## config.mk

```make
export PLATFORM = sky130hd
export DESIGN_NAME = dpom_top
export DESIGN_NICKNAME = d
export VERILOG_FILES = /design/src/dpom_pkg.sv /design/src/dpom_top.sv
export VERILOG_INCLUDE_DIRS = /design/src
export SDC_FILE = /design/constraint.sdc
export NUM_CORES = 1
export LEC_CHECK = 0
export BUFFER_PORTS_ARGS = -buffer_cell sky130_fd_sc_hd__buf_2
export CORE_ASPECT_RATIO = 0.5
export CORE_MARGIN = 1.5
export CORE_UTILIZATION = 40
export DETAILED_ROUTE_END_ITERATION = 7
export PLACE_DENSITY = 0.67
export SYNTH_ARGS = -nofsm -noshare
export SYNTH_HDL_FRONTEND = slang
export SYNTH_SLANG_ARGS = --single-unit
```

## constraint.sdc

```tcl
create_clock -name mclk -period 5.7 [get_ports mclk]
set_clock_uncertainty 0.2 [all_clocks]
set_input_delay 1.14 -clock mclk [delete_from_list [all_inputs] [get_ports mclk]]
set_output_delay 1.14 -clock mclk [all_outputs]
set_load 0.05 [all_outputs]
```

## src/dpom_consts.svh

```systemverilog
`ifndef DPOM_CONSTS_SVH
`define DPOM_CONSTS_SVH
// register offsets (byte-wide registers on a plain port)
`define DPOM_ADDR_OFFSET_LO 8'h00
`define DPOM_ADDR_OFFSET_HI 8'h01
`define DPOM_ADDR_CTRL 8'h02
`define DPOM_ADDR_MEAS_CTRL 8'h03
`define DPOM_ADDR_BW 8'h04
`define DPOM_ADDR_STATUS 8'h05
`define DPOM_ADDR_FREQ1 8'h06
`define DPOM_ADDR_FREQ2 8'h07
`define DPOM_ADDR_FREQ3 8'h08
`define DPOM_ADDR_PHASE1 8'h09
`define DPOM_ADDR_PHASE2 8'h0A
`define DPOM_ADDR_OFFSET_TOP 8'h0B
// control register fields
`define DPOM_CTRL_SWBO_BIT 0
`define DPOM_CTRL_MONBO_BIT 1
`define DPOM_CTRL_RECALIBRATE_REQUEST_BIT 2
// measurement control fields
`define DPOM_MC_SEL_BIT 0
`define DPOM_MC_CMP_BIT 1
`define DPOM_MC_FORCE_LSB 2
// offset span: 200 ns in 6 ps steps -> +/-33333 codes
`define DPOM_OFFSET_MAX_PS 200000
`define DPOM_OFFSET_STEP_PS 6
`define DPOM_OFFSET_MAX_CODE 17'sd33333
// frequency span: 80 ppm at 0.0003068 ppm per code
`define DPOM_MEASURED_FREQUENCY_MAX_CODE 24'sd260756
// bandwidth settings
`define DPOM_MAIN_BW_COUNT 5'd18
`define DPOM_AUX_BW_COUNT 2'd3
// ramp step of the offset, codes per tick
`define DPOM_RAMP_STEP 17'sd1
// divider reset hold time
`define DPOM_DIVRST_NS 200
`define DPOM_CLK_NS 40
`define DPOM_DIVRST_CYC ((`DPOM_DIVRST_NS + `DPOM_CLK_NS - 1) / `DPOM_CLK_NS)
// phase averaging shift, ~100 Hz corner at the measure rate
`define DPOM_PH_SHIFT 4
`define DPOM_RESET_BYTE 8'h00
`endif

```

## src/dpom_pkg.sv

```systemverilog
package dpom_pkg;
   typedef enum logic [4:0] {
      DPOM_IDLE = 5'b00001,
      DPOM_RAMP0 = 5'b00010,
      DPOM_DIVRST = 5'b00100,
      DPOM_RAMPN = 5'b01000,
      DPOM_EXIT = 5'b10000
   } dpom_state_type;
   typedef enum logic [1:0] {
      DPOM_DIRECT = 2'd0,
      DPOM_LOCK_AT_EIGHT_KHZ = 2'd1,
      DPOM_DIVIDE_BY_N_LOCK = 2'd2
   } dpom_lock_type;
   typedef struct packed {
      logic [23:0] measured_frequency;
      logic [15:0] phase;
   } dpom_meas_type;
endpackage

```

## src/dpom_top.sv

```systemverilog
`timescale 1ns/1ps
`include "dpom_consts.svh"
// Operation
// - with both build-outs off, manual offset drives main pll phase offset
// - offset spans plus or minus 200 ns in 6 ps steps
// - offset enters feedback path and ramps, never steps
// - recalibrate bit starts a realignment of feedback synthesizer
// - holdover, ramp to zero, reset dividers, ramp to offset, leave holdover
// - offset written during recalibration becomes the final ramp target
// - input monitors report frequency at 3.8 ppm resolution
// - three-byte frequency field from main or aux, by select bit
// - frequency step 0.0003068 ppm, range plus or minus 80 ppm; first byte reads live value, unclamped
// - frequency field returns the pll integral path value
// - two-byte phase field from selected pll, averaged near 100 hz
// - main pll phase is reference against internal feedback
// - compare mode disables aux path, aux detector compares both references
// - aux force field picks any input as aux reference
// - in compare with aux divided, main copy divided, by n only when main divides by n, else 8 khz lock
// - main pll keeps locking to its own reference during compare
// - input declared invalid when wander frequency exceeds its limits
// - main bandwidth chosen among 18 settings
// - aux bandwidth chosen among exactly three settings
// - phase field in degrees, offset register in 6 ps steps
module dpom_top
   import dpom_pkg::*;
(
   input wire logic mclk,
   input wire logic sys_rst,
   input wire logic [7:0] addr,
   input wire logic [7:0] wdata,
   input wire logic wr_stb,
   input wire logic rd_stb,
   output logic [7:0] rdata,
   input wire logic ramp_tick,
   input wire logic meas_valid,
   input wire dpom_meas_type main_meas,
   input wire dpom_meas_type aux_meas,
   input wire logic [1:0] main_lock_mode,
   input wire logic [1:0] aux_lock_mode,
   input wire logic [3:0] input_measured_frequency_err,
   input wire logic [3:0] input_measured_frequency_limit,
   output logic signed [16:0] feedback_offset,
   output logic mini_holdover,
   output logic divider_reset,
   output logic recalibrate_request_busy,
   output logic aux_path_disable,
   output logic [3:0] aux_reference_force,
   output logic [1:0] main_copy_mode,
   output logic main_copy_enable,
   output logic [4:0] main_bw_sel,
   output logic [1:0] aux_bw_sel,
   output logic [3:0] input_invalid
);
   // 17 bits: +/-33333 codes do not fit a 16-bit signed word
   logic [16:0] offset_q;
   logic switch_buildout_enable;
   logic monitor_buildout_enable;
   logic measure_pll_select;
   logic reference_compare_enable;
   logic recalibrate_request_req;
   dpom_state_type state_q;
   logic [3:0] rst_cnt_q;
   logic signed [16:0] target;
   dpom_meas_type sel_meas;
   logic [23:0] measured_frequency_snap_q;
   logic [15:0] phase_avg_q;
   logic [15:0] phase_snap_q;
   logic signed [16:0] ph_diff;
   logic buildout_off;

   assign buildout_off = !switch_buildout_enable && !monitor_buildout_enable;

   // register writes
   always_ff @(posedge mclk or posedge sys_rst) begin
      if (sys_rst) begin
         offset_q <= 17'h00000;
         switch_buildout_enable <= 1'b0;
         monitor_buildout_enable <= 1'b0;
         measure_pll_select <= 1'b0;
         reference_compare_enable <= 1'b0;
         aux_reference_force <= 4'h0;
         main_bw_sel <= 5'h00;
         aux_bw_sel <= 2'h0;
      end else if (wr_stb) begin
         unique case (addr)
            `DPOM_ADDR_OFFSET_LO: offset_q[7:0] <= wdata;
            `DPOM_ADDR_OFFSET_HI: offset_q[15:8] <= wdata;
            `DPOM_ADDR_OFFSET_TOP: offset_q[16] <= wdata[0];
            `DPOM_ADDR_CTRL: begin
               switch_buildout_enable <= wdata[`DPOM_CTRL_SWBO_BIT];
               monitor_buildout_enable <= wdata[`DPOM_CTRL_MONBO_BIT];
            end
            `DPOM_ADDR_MEAS_CTRL: begin
               measure_pll_select <= wdata[`DPOM_MC_SEL_BIT];
               reference_compare_enable <= wdata[`DPOM_MC_CMP_BIT];
               aux_reference_force <= wdata[`DPOM_MC_FORCE_LSB+:4];
            end
            `DPOM_ADDR_BW: begin
               if (wdata[4:0] < `DPOM_MAIN_BW_COUNT) begin
                  main_bw_sel <= wdata[4:0];
               end
               if (wdata[6:5] < `DPOM_AUX_BW_COUNT) begin
                  aux_bw_sel <= wdata[6:5];
               end
            end
            default: ;
         endcase
      end
   end

   assign recalibrate_request_req = wr_stb && addr == `DPOM_ADDR_CTRL &&
      wdata[`DPOM_CTRL_RECALIBRATE_REQUEST_BIT];

   // clamp offset to +/-200 ns
   always_comb begin
      if ($signed(offset_q) > `DPOM_OFFSET_MAX_CODE) begin
         target = `DPOM_OFFSET_MAX_CODE;
      end else if ($signed(offset_q) < -`DPOM_OFFSET_MAX_CODE) begin
         target = -`DPOM_OFFSET_MAX_CODE;
      end else begin
         target = $signed(offset_q);
      end
   end

   // recalibration sequence
   always_ff @(posedge mclk or posedge sys_rst) begin
      if (sys_rst) begin
         state_q <= DPOM_IDLE;
         rst_cnt_q <= 4'h0;
      end else begin
         unique case (state_q)
            DPOM_IDLE:
               if (recalibrate_request_req) begin
                  state_q <= DPOM_RAMP0;
               end
            DPOM_RAMP0:
               if (feedback_offset == 17'sd0) begin
                  state_q <= DPOM_DIVRST;
                  rst_cnt_q <= 4'(`DPOM_DIVRST_CYC);
               end
            DPOM_DIVRST: begin
               rst_cnt_q <= rst_cnt_q - 4'h1;
               if (rst_cnt_q == 4'h1) begin
                  state_q <= DPOM_RAMPN;
               end
            end
            DPOM_RAMPN:
               // target read live, so a late write retargets
               if (feedback_offset == target) begin
                  state_q <= DPOM_EXIT;
               end
            DPOM_EXIT: state_q <= DPOM_IDLE;
            default: state_q <= DPOM_IDLE;
         endcase
      end
   end

   assign mini_holdover = state_q != DPOM_IDLE;
   assign divider_reset = state_q == DPOM_DIVRST;
   assign recalibrate_request_busy = mini_holdover;

   // offset ramps one step per tick in the feedback path
   always_ff @(posedge mclk or posedge sys_rst) begin
      if (sys_rst) begin
         feedback_offset <= 17'sd0;
      end else if (ramp_tick) begin
         if (state_q == DPOM_RAMP0 || state_q == DPOM_DIVRST ||
             (state_q == DPOM_IDLE && !buildout_off)) begin
            if (feedback_offset > 17'sd0) begin
               feedback_offset <= feedback_offset - `DPOM_RAMP_STEP;
            end else if (feedback_offset < 17'sd0) begin
               feedback_offset <= feedback_offset + `DPOM_RAMP_STEP;
            end
         end else if (feedback_offset < target) begin
            feedback_offset <= feedback_offset + `DPOM_RAMP_STEP;
         end else if (feedback_offset > target) begin
            feedback_offset <= feedback_offset - `DPOM_RAMP_STEP;
         end
      end
   end

   // compare mode routing
   assign aux_path_disable = reference_compare_enable;
   assign main_copy_enable = reference_compare_enable;
   always_comb begin
      if (aux_lock_mode == DPOM_DIRECT) begin
         main_copy_mode = DPOM_DIRECT;
      end else if (main_lock_mode == DPOM_DIVIDE_BY_N_LOCK) begin
         main_copy_mode = DPOM_DIVIDE_BY_N_LOCK;
      end else begin
         main_copy_mode = DPOM_LOCK_AT_EIGHT_KHZ;
      end
   end

   // input invalid on long-term frequency limit; input_measured_frequency_err carries
   // the verdicts of the 3.8 ppm input monitors
   assign input_invalid = input_measured_frequency_err & input_measured_frequency_limit;

   // measurement select and phase averaging
   assign sel_meas = measure_pll_select ? aux_meas : main_meas;
   assign ph_diff = $signed({sel_meas.phase[15], sel_meas.phase}) -
      $signed({phase_avg_q[15], phase_avg_q});

   always_ff @(posedge mclk or posedge sys_rst) begin
      if (sys_rst) begin
         phase_avg_q <= 16'h0000;
      end else if (meas_valid) begin
         phase_avg_q <= phase_avg_q +
            16'(ph_diff >>> `DPOM_PH_SHIFT);
      end
   end

   // snapshot taken on first byte read, held for the rest
   always_ff @(posedge mclk or posedge sys_rst) begin
      if (sys_rst) begin
         measured_frequency_snap_q <= 24'h000000;
         phase_snap_q <= 16'h0000;
      end else if (rd_stb) begin
         if (addr == `DPOM_ADDR_FREQ1) begin
            if ($signed(sel_meas.measured_frequency) > `DPOM_MEASURED_FREQUENCY_MAX_CODE) begin
               measured_frequency_snap_q <= `DPOM_MEASURED_FREQUENCY_MAX_CODE;
            end else if ($signed(sel_meas.measured_frequency) < -`DPOM_MEASURED_FREQUENCY_MAX_CODE) begin
               measured_frequency_snap_q <= -`DPOM_MEASURED_FREQUENCY_MAX_CODE;
            end else begin
               measured_frequency_snap_q <= sel_meas.measured_frequency;
            end
         end
         if (addr == `DPOM_ADDR_PHASE1) begin
            phase_snap_q <= phase_avg_q;
         end
      end
   end

   // read data one cycle after strobe
   always_ff @(posedge mclk or posedge sys_rst) begin
      if (sys_rst) begin
         rdata <= `DPOM_RESET_BYTE;
      end else if (rd_stb) begin
         unique case (addr)
            `DPOM_ADDR_OFFSET_LO: rdata <= offset_q[7:0];
            `DPOM_ADDR_OFFSET_HI: rdata <= offset_q[15:8];
            `DPOM_ADDR_OFFSET_TOP: rdata <= {7'h00, offset_q[16]};
            `DPOM_ADDR_CTRL: rdata <= {6'h00, monitor_buildout_enable,
               switch_buildout_enable};
            `DPOM_ADDR_MEAS_CTRL: rdata <= {2'h0, aux_reference_force,
               reference_compare_enable, measure_pll_select};
            `DPOM_ADDR_BW: rdata <= {1'b0, aux_bw_sel, main_bw_sel};
            `DPOM_ADDR_STATUS: rdata <= {3'h0, input_invalid, recalibrate_request_busy};
            `DPOM_ADDR_FREQ1: rdata <= sel_meas.measured_frequency[23:16];
            `DPOM_ADDR_FREQ2: rdata <= measured_frequency_snap_q[15:8];
            `DPOM_ADDR_FREQ3: rdata <= measured_frequency_snap_q[7:0];
            `DPOM_ADDR_PHASE1: rdata <= phase_avg_q[15:8];
            `DPOM_ADDR_PHASE2: rdata <= phase_snap_q[7:0];
            default: rdata <= `DPOM_RESET_BYTE;
         endcase
      end else begin
         rdata <= `DPOM_RESET_BYTE;
      end
   end

   // assertions
   recalibrate_request_start_a: assert property (@(posedge mclk) disable iff (sys_rst)
      state_q == DPOM_IDLE && recalibrate_request_req |=> mini_holdover)
      else $error("recalibrate_request did not enter holdover");
   divrst_zero_a: assert property (@(posedge mclk) disable iff (sys_rst)
      divider_reset |-> feedback_offset == 17'sd0)
      else $error("dividers reset with nonzero offset");
   ramp_step_a: assert property (@(posedge mclk) disable iff (sys_rst)
      !ramp_tick |=> $stable(feedback_offset))
      else $error("offset stepped without tick");
   offset_range_a: assert property (@(posedge mclk) disable iff (sys_rst)
      feedback_offset <= `DPOM_OFFSET_MAX_CODE &&
      feedback_offset >= -`DPOM_OFFSET_MAX_CODE)
      else $error("offset out of range");
   exit_target_a: assert property (@(posedge mclk) disable iff (sys_rst)
      state_q == DPOM_EXIT |-> $past(feedback_offset) == $past(target))
      else $error("recalibrate_request left before reaching target");
   compare_a: assert property (@(posedge mclk) disable iff (sys_rst)
      reference_compare_enable |-> aux_path_disable && main_copy_enable)
      else $error("compare mode not routed");
   copy_mode_a: assert property (@(posedge mclk) disable iff (sys_rst)
      aux_lock_mode != DPOM_DIRECT && main_lock_mode == DPOM_DIVIDE_BY_N_LOCK
      |-> main_copy_mode == DPOM_DIVIDE_BY_N_LOCK)
      else $error("copy mode wrong");
   bw_range_a: assert property (@(posedge mclk) disable iff (sys_rst)
      main_bw_sel < `DPOM_MAIN_BW_COUNT && aux_bw_sel < `DPOM_AUX_BW_COUNT)
      else $error("bandwidth setting illegal");
   snap_hold_a: assert property (@(posedge mclk) disable iff (sys_rst)
      !(rd_stb && addr == `DPOM_ADDR_FREQ1) |=> $stable(measured_frequency_snap_q))
      else $error("frequency snapshot moved");
   recalibrate_request_c: cover property (@(posedge mclk) disable iff (sys_rst)
      state_q == DPOM_EXIT);
   retarget_c: cover property (@(posedge mclk) disable iff (sys_rst)
      state_q == DPOM_RAMPN && wr_stb && addr == `DPOM_ADDR_OFFSET_LO);
   compare_c: cover property (@(posedge mclk) disable iff (sys_rst)
      reference_compare_enable && main_copy_mode == DPOM_LOCK_AT_EIGHT_KHZ);
endmodule

```

==> metrics.csv, run 1 <==
metric,value,unit
synthesized area,7730,um^2
full die area,20200,um^2
Worst setup SP type,input port,
syn avg cell area,9.45,um^2
CTS Buf Count,9,
hold buffers post-CTS,0,
Ys Warns,0,
remaining antenna violation count after routing,0,
RSZ-0062 raised after global routing,no,
critical path endpoint category,flip-flop,
post-synthesis mux area share,13.2,%
Synth Instances,818,
post-CTS sizing,0,
Vias,6842,
WP data required,5.78,ns
cell taking the most area after synthesis,dfrtp_1,
setup violators final,0,
Worst Hold Class,reg2reg,
Area Overhead vs Synth,16.9,%
"Slew Viols, Final",0,
Worst Path Max Fanout,4,
"EDFF count, synth",0,
Synth Flop Type,dfrtp_1,
Tcrit/Tclk final,91.8,%
crit path time final,5.23,ns
Starting DRT DRC Count,387,
critical path class,in2reg,
GRT Util Overall,20.3,%
Adder-Cell Fraction of Synth Area,8.84,%
Pre-antenna DRT Iters,6,
leak pwr,4.25,nW
Synth async-reset ratio,100,%
final instance area,9030,um^2
Total Wirelength,20200,um
CTS sink cnt,106,
Placeable Area,18700,um^2
per-cell routed wire length,16.4,um
postcts setup bufs,0,
Peak VDD IR,243,uV
"flops & latches, synth",106,
power after layout,4.02,mW
main combinational cell family by area after synthesis,compound AO/OA/AOI/OAI gates,
detailed placement HPWL,16000,um
Die H,101,um
Final Hold Fails,0,
xor and xnor area share after synthesis,4.53,%
clk buf depth,2,
DR vias/cell,5.56,
CTS tree,built,
Port Buffers,160,
Synth area leaders,"dfrtp_1 (34%), mux2_2 (8.9%), ha_1 (8.6%)",
FP Rows,35,
Yosys cell types,77,
final net count,1135,
vias in the first global route,6535,
status,"complete, no violations",
worst hold slack,0.289,ns
Synth top area share,34.0,%
max cap viols,0,
Post-Synth Simple-Gate Area,17.6,%
Critical Path Start,main_meas[1],
"Net Count, Synth",986,
first-pass GRT wire length,32900,um
cell total after placement,1215,
clk slew on worst S/H paths,0.08,ns
worst r2r src,offset_q[1],
Worst Tran Pin Value,0.920,ns
Slew headroom,38.6,%
Starting Density,41.4,%
setup_tns,0,ns
register area share after synthesis,34.3,%
Final Non-Filler Cells,1231,
initial antenna violation count,0,
PwrDens,445,nW/um^2
Antenna Cells,0,
gpl congestion,0.874,
Synth Area in Compound Gates,17.9,%
Die Wd,200,um
H-tree levels,3,
share of layout cells above drive strength 1,28.0,%
Root Driver,clkbuf_16,
placed cell area,8740,um^2
Min-Delay Startpoint,measured_frequency_snap_q[1],
Post-route DRC,0,
I/O pin count,161,
global route total overflow,0,
Critical Path AT,5.31,ns
Max Fclk,0.191,GHz
clock latency on the worst-skew pair,0.36,ns
largest net degree at the start of global routing,74,
[per-layer routing]
layer / vias up / GRT usage, % / wire [um]
li1: 3341 / - / -
met1: 3336 / 26.6 / 9270
met3: 27 / 2.50 / 630
met4: 0 / 4.51 / 286
met5: - / 0 / 0
met2: 138 / 36.2 / 10100
[registers in the layout, indices dropped and copies added (netlist names), 2 cells and up]
signal,count
phase_avg_q,16
rdata,8
aux_reference_force,4
phase_snap_q,8
measured_frequency_snap_q,16
state_q,5
main_bw_sel,5
feedback_offset,17
offset_q,17
aux_bw_sel,2
rst_cnt_q,4
[power by group]
group / internal [mW] / switching [mW]
sequential: 0.892 / 0.184
clock: 0.320 / 0.308
combinational: 1.01 / 1.31
[final timing paths]
check / endpoint / slack [ns] / cells past startpoint
worst max-delay path: phase_avg_q[14] / 0.47 / 20
worst min-delay path: measured_frequency_snap_q[1] / 0.29 / 2
worst max register to register: feedback_offset[16] / 0.75 / 18
worst min register to register: measured_frequency_snap_q[1] / 0.29 / 2
max in group asynchronous: offset_q[14] / 3.51 / 3
min in group asynchronous: main_bw_sel[0] / 0.78 / 2
[cells in the final DEF, fill, tap and decap left out, types with 14 or more instances in the layout]
cell type and n:
nand2_1 57, mux2i_1 29, ha_1 53, dfrtp_1 104, xor2_1 19, nand3_1 21
nor2_1 63, a21o_1 15, a21oi_1 45, mux2_2 61, buf_2 160, xnor2_1 21
nor3_1 19, inv_1 31, o21ai_0 48, nand4_1 14
[logic make-up (layout without fill, tap and decap cells)]
group / after synthesis / after routing
muxes: 92 / 92
DFF: 106 / 106
AOI/OAI and AO/OA: 208 / 208
and+or+nand+nor: 259 / 259
buffers and inverters: 59 / 213
xor gates and xnor gates: 40 / 40
adders and majority gates: 54 / 54
[stage by stage]
| step | utilization, % | worst slack (ns) |
|---|---|---|
| final | 48.4 | 0.470 |
| after detailed placement | 46.8 | 0.122 |
| after global placement | 46.8 | 0.253 |
| after floorplan | - | 0.0339 |
| after global routing | 48.4 | 0.0332 |
| after CTS | 48.4 | 0.481 |
[critical path, stage by stage]
cell and delay, ns:
buf_2 0.10, mux2_2 0.25, ha_1 0.19, or3b_2 0.46
o22ai_1 0.18, nor2b_1 0.10, o21a_1 0.20, o21ai_0 0.21
nand2b_1 0.12, xor2_1 0.16, ha_1 0.34, a21o_1 0.21
a21oi_1 0.22, o21bai_1 0.11, a21oi_1 0.19, o21ai_0 0.17
a21o_1 0.21, a21oi_1 0.22, mux2_2 0.36, a31oi_1 0.17
[cell type report]
class / instances / area, um^2
Fill cell: 1809 / 9620
Multi-Input combinational cell: 653 / 4800
Sequential cell: 106 / 2660
Timing Repair Buffer: 165 / 838
Tap cell: 259 / 324
Clock buffer: 10 / 239
Inverter: 32 / 123
Clock inverter: 6 / 57.6
[synthesized netlist by cell type (4+ instances only)]
master	n
a21oi_2	5
mux2_2	61
o21a_1	4
nor2_1	63
o21ai_0	48
nand3_1	21
xnor2_1	21
ha_1	53
inv_1	32
o21bai_1	8
nor2b_1	10
and2_1	9
a211o_1	4
buf_2	6
a21o_1	15
nor4_1	4
nand2_1	57
clkbuf_1	11
nor3_1	19
nand4_1	14
nor3b_1	4
a21oi_1	45
xor2_1	19
a22oi_1	8
or4_1	4
a211oi_1	6
or3_1	7
dfrtp_1	105
o22a_1	10
buf_1	5
o22ai_1	10
a21boi_0	5
a31oi_1	9
and3_1	10
nand2b_1	9
mux2i_1	29
a222oi_1	4
(Power assumes the default switching activity.)
==> run 2: changes to the inputs <==
Settings changed: CORE_MARGIN 1.5 to 3, PLACE_DENSITY 0.67 to 0.66.
==> metrics.csv, run 2 (synthesis results as in run 1) <==
metric,value,unit
biggest regs,"feedback_offset: 17 flops, offset_q: 17 flops",
"Cell Chain, Critical Path",buf_2 -> mux2_2 -> ha_1 -> or3b_2 -> o22ai_1 -> nor2b_1 -> o21a_1 -> o21ai_0 -> nand2b_1 -> xor2_1 -> ha_1 -> a21o_1 -> a21oi_1 -> o21bai_1 -> a21oi_1 -> o21ai_0 -> a21o_1 -> a21oi_1 -> mux2_2 -> a31oi_1,
max incr delay on CP,0.46,ns
Max Fclk,0.192,GHz
number of cells on the critical path,20,
Final Non-Filler Cells,1231,
Starting DRT DRC Count,500,
clock latency on the worst-skew pair,0.35,ns
power after layout,4.00,mW
critical path endpoint category,flip-flop,
Vias,6831,
I/O pin count,161,
Port Buffers,160,
status,"complete, no violations",
Fillers,1815,
vias in the first global route,6657,
Worst Hold Class,reg2reg,
Die Wd,203,um
leak pwr,4.25,nW
Slew headroom,33.8,%
CTS sink cnt,106,
setup_tns,0,ns
final core utilization,48.4,%
CTS Buf Count,9,
Starting Density,41.4,%
WP data required,5.78,ns
per-cell routed wire length,16.4,um
FF-to-FF path depth,18,
worst hold path endpoint,measured_frequency_snap_q[3],
Post-route DRC,0,
Critical-path top delay cell,or3b_2,
GRT Util Overall,19.1,%
"Slew Viols, Final",0,
Antenna Cells,0,
Total Wirelength,20200,um
Area Overhead vs Synth,16.8,%
RR Endpoint,feedback_offset[16],
Worst setup SP type,input port,
PwrDens,443,nW/um^2
clk slew on worst S/H paths,0.08,ns
first-pass GRT wire length,33200,um
Die H,104,um
Hold Crit Depth,2,
Min-Delay Startpoint,measured_frequency_snap_q[3],
gpl congestion,0.836,
cell total after placement,1215,
Worst Path Max Fanout,4,
Placeable Area,18700,um^2
critical path class,in2reg,
DR vias/cell,5.55,
FP Rows,35,
clk buf depth,2,
Final Hold Fails,0,
cell mode on critical path,a21oi_1,
"most common cell after layout, fill and taps aside",buf_2,
initial antenna violation count,0,
max cap viols,0,
largest net degree at the start of global routing,62,
Worst Tran Pin Value,0.985,ns
remaining antenna violation count after routing,0,
"CP delay by family, top",compound AO/OA/AOI/OAI gates,
"commonest non-fill, non-tap cells in the layout","buf_2 (160), dfrtp_1 (104), nor2_1 (63), mux2_2 (61), nand2_1 (57)",
H-tree levels,3,
full die area,21100,um^2
crit path time final,5.21,ns
Critical Path AT,5.29,ns
CTS tree,built,
postcts setup bufs,0,
RSZ-0062 raised after global routing,no,
Worst R2R Setup Slack,0.81,ns
Bufs and invs on worst path,1,
detailed placement HPWL,16100,um
hold buffers post-CTS,0,
Pre-antenna DRT Iters,5,
post-CTS sizing,0,
Peak VDD IR,206,uV
Root Driver,clkbuf_16,
share of layout cells above drive strength 1,28.0,%
global route total overflow,0,
Tcrit/Tclk final,91.4,%
worst r2r src,offset_q[1],
final net count,1135,
setup violators final,0,
## run 2: cell types whose count changed in the layout (fill, tap and decap cells not counted), sizes merged
cell / change
clkbuf: -1
inv: +2
clkinv: -1
## run 2: worst max path at each step
stage | startpoint | endpoint | slack, ns
after floorplan | measure_pll_select | phase_avg_q[14] | 0.03
after detailed placement | aux_meas[1] | phase_avg_q[14] | 0.16
after global placement | aux_meas[1] | phase_avg_q[14] | 0.26
after global routing | aux_meas[1] | phase_avg_q[14] | 0.13
final | aux_meas[1] | phase_avg_q[14] | 0.49
after CTS | aux_meas[1] | phase_avg_q[14] | 0.52
## run 2: tightest hold or removal path, cell delays in order (launching register included)
cell and delay [ns]:
dfrtp_1 0.34, nand2_1 0.05, o21ai_0 0.06
## run 2: cell type report
cell class	count	area (um^2)	share of cell area (%)
flip-flops and latches	106	2660	29.4
inverters	32	123	1.36
multi-input cells	653	4800	53.1
well taps	259	324	3.59
repair buffers	165	838	9.29
clock buffers	9	225	2.49
clock inverters	7	66.3	0.735
## run 2: routing by layer
| metal | up-vias | part of all wire, % | GRT usage [%] |
|---|---|---|---|
| met3 | 28 | 3.7 | 2.88 |
| met4 | 0 | 1.6 | 4.49 |
| met2 | 149 | 50 | 34.0 |
| met1 | 3315 | 45 | 24.4 |
| met5 | - | 0 | 0 |
| li1 | 3339 | - | - |
## run 2: where the power goes
| part | switching, mW | total [mW] | internal [mW] |
|---|---|---|---|
| clock | 0.313 | 0.623 | 0.311 |
| sequential | 0.182 | 1.07 | 0.892 |
| combinational | 1.30 | 2.31 | 1.01 |
## run 2: stage by stage
stage                     instance area, um^2  worst slack, ns  hold slack, ns
after global placement                   8740            0.256           0.266
after global routing                     9030            0.130           0.317
after detailed placement                 8740            0.159           0.279
after CTS                                9030            0.517           0.296
final                                    9030            0.488           0.289
after floorplan                          7730           0.0339           0.245
==> run 3: changes to the inputs <==
--- a/config.mk
+++ b/config.mk
@@ -10,7 +10,8 @@
 export CORE_ASPECT_RATIO = 0.5
 export CORE_MARGIN = 3
-export CORE_UTILIZATION = 40
+export CORE_UTILIZATION = 51
 export DETAILED_ROUTE_END_ITERATION = 7
-export PLACE_DENSITY = 0.66
+export PLACE_DENSITY = 0.8
+export SLEW_MARGIN = 20
 export SYNTH_ARGS = -nofsm -noshare
 export SYNTH_HDL_FRONTEND = slang
--- a/constraint.sdc
+++ b/constraint.sdc
@@ -3,3 +3,3 @@
 set_input_delay 1.14 -clock mclk [delete_from_list [all_inputs] [get_ports mclk]]
 set_output_delay 1.14 -clock mclk [all_outputs]
-set_load 0.05 [all_outputs]
+set_load 0.01 [all_outputs]
==> metrics.csv, run 3 (synthesis results as in run 1) <==
metric,value,unit
status,"complete, no violations",
postcts setup bufs,0,
Slew headroom,39.3,%
Fillers,1245,
Tcrit/Tclk final,93.1,%
critical path endpoint category,flip-flop,
Starting Density,52.8,%
initial antenna violation count,0,
CTS Buf Count,9,
final core utilization,61.1,%
max incr delay on CP,0.46,ns
H-tree levels,3,
Area Overhead vs Synth,15.7,%
biggest regs,"feedback_offset: 17 flops, offset_q: 17 flops",
Critical Path AT,5.39,ns
WP data required,5.78,ns
FP Rows,31,
I/O pin count,161,
Peak VDD IR,277,uV
crit path time final,5.31,ns
Antenna Cells,0,
post-CTS sizing,0,
leak pwr,4.24,nW
DR vias/cell,5.89,
largest net degree at the start of global routing,67,
vias in the first global route,6611,
Placeable Area,14600,um^2
Root Driver,clkbuf_16,
final instance area,8940,um^2
"most common cell after layout, fill and taps aside",buf_2,
PwrDens,428,nW/um^2
detailed placement HPWL,15500,um
"Slew Viols, Final",0,
Die H,93.0,um
final net count,1134,
Max Fclk,0.188,GHz
clock latency on the worst-skew pair,0.36,ns
critical path class,in2reg,
Bufs and invs on worst path,1,
"CP delay by family, top",compound AO/OA/AOI/OAI gates,
setup_tns,0,ns
Die Wd,180,um
Post-route DRC,0,
RSZ-0062 raised after global routing,no,
CTS sink cnt,106,
placed cell area,8650,um^2
Worst Path Max Fanout,4,
per-cell routed wire length,17.0,um
full die area,16800,um^2
Starting DRT DRC Count,549,
Total Wirelength,19900,um
Critical-path top delay cell,or3b_2,
max cap viols,0,
clk slew on worst S/H paths,0.08,ns
Worst Hold Class,reg2reg,
Port Buffers,160,
hold buffers post-CTS,0,
Worst R2R Setup Slack,0.57,ns
Final Hold Fails,0,
GRT Util Overall,23.7,%
CTS tree,built,
cell mode on critical path,a21oi_1,
"Cell Chain, Critical Path",buf_2 -> mux2_2 -> ha_1 -> or3b_2 -> o22ai_1 -> nor2b_1 -> o21a_1 -> o21ai_0 -> nand2b_1 -> xor2_1 -> ha_1 -> a21o_1 -> a21oi_1 -> o21bai_1 -> a21oi_1 -> o21ai_0 -> a21o_1 -> a21oi_1 -> mux2_2 -> a31oi_1,
Worst Tran Pin Value,0.904,ns
clk buf depth,2,
Vias,6884,
global route total overflow,0,
setup violators final,0,
share of layout cells above drive strength 1,27.9,%
Pre-antenna DRT Iters,5,
first-pass GRT wire length,32800,um
remaining antenna violation count after routing,0,
Worst setup SP type,input port,
"commonest non-fill, non-tap cells in the layout","buf_2 (160), dfrtp_1 (104), nor2_1 (63), mux2_2 (61), nand2_1 (57)",
gpl congestion,0.931,
-- run 3: changes by cell type in the layout (fill, tap and decap cells not counted) --
cell        change
clkinv_2        +1
inv_8           -1
buf_4           -1
clkinv_4        -1
clkinvlp_4      +1
-- run 3: layer usage --
| layer | up-vias | share of wire [%] | track usage (%) |
|---|---|---|---|
| li1 | 3326 | - | - |
| met4 | 0 | 1.7 | 6.57 |
| met1 | 3336 | 44 | 30.9 |
| met5 | - | 0 | 0 |
| met3 | 29 | 4.1 | 3.42 |
| met2 | 193 | 50 | 41.7 |
-- run 3: final timing paths --
| kind | from | end | cells after the start |
|---|---|---|---|
| min in group asynchronous | sys_rst | aux_bw_sel[0] | 2 |
| hold / removal | measured_frequency_snap_q[1] | measured_frequency_snap_q[1] | 2 |
| max in group asynchronous | sys_rst | measure_pll_select | 3 |
| setup / recovery | aux_meas[1] | phase_avg_q[14] | 20 |
| hold reg to reg | measured_frequency_snap_q[1] | measured_frequency_snap_q[1] | 2 |
| setup reg to reg | measure_pll_select | phase_avg_q[14] | 19 |
-- run 3: area by class of cell --
| type | count | area (um^2) | area share (%) |
|---|---|---|---|
| timing repair buffer | 164 | 831 | 9.30 |
| tap | 198 | 248 | 2.77 |
| inverter | 32 | 123 | 1.37 |
| clock inverter | 7 | 58.8 | 0.658 |
| multi-input combinational | 653 | 4800 | 53.7 |
| sequential | 106 | 2660 | 29.7 |
| clock buffer | 9 | 225 | 2.52 |
-- run 3: tightest hold or removal path: stages, from the launching register on --
cell     delay (ns)
dfrtp_1        0.35
nand2_1        0.05
o21ai_0        0.07
-- run 3: metrics by stage --
| step | hold slack [ns] | cells | total power, mW | setup WS, ns |
|---|---|---|---|---|
| global route | 0.325 | 1169 | 4.16 | 0.132 |
| CTS | 0.300 | 1169 | 3.82 | 0.436 |
| finish | 0.298 | 1169 | 3.83 | 0.392 |
| global placement | 0.266 | 1153 | 3.11 | 0.204 |
| floorplan | 0.245 | 818 | 2.71 | 0.0339 |
| detailed placement | 0.282 | 1153 | 3.20 | 0.0775 |
-- run 3: where the power goes --
| group | total [mW] | internal (mW) | switching (mW) |
|---|---|---|---|
| logic | 2.14 | 1.00 | 1.13 |
| registers | 1.07 | 0.892 | 0.183 |
| clock network | 0.615 | 0.306 | 0.309 |
| total | 3.83 | 2.20 | 1.62 |
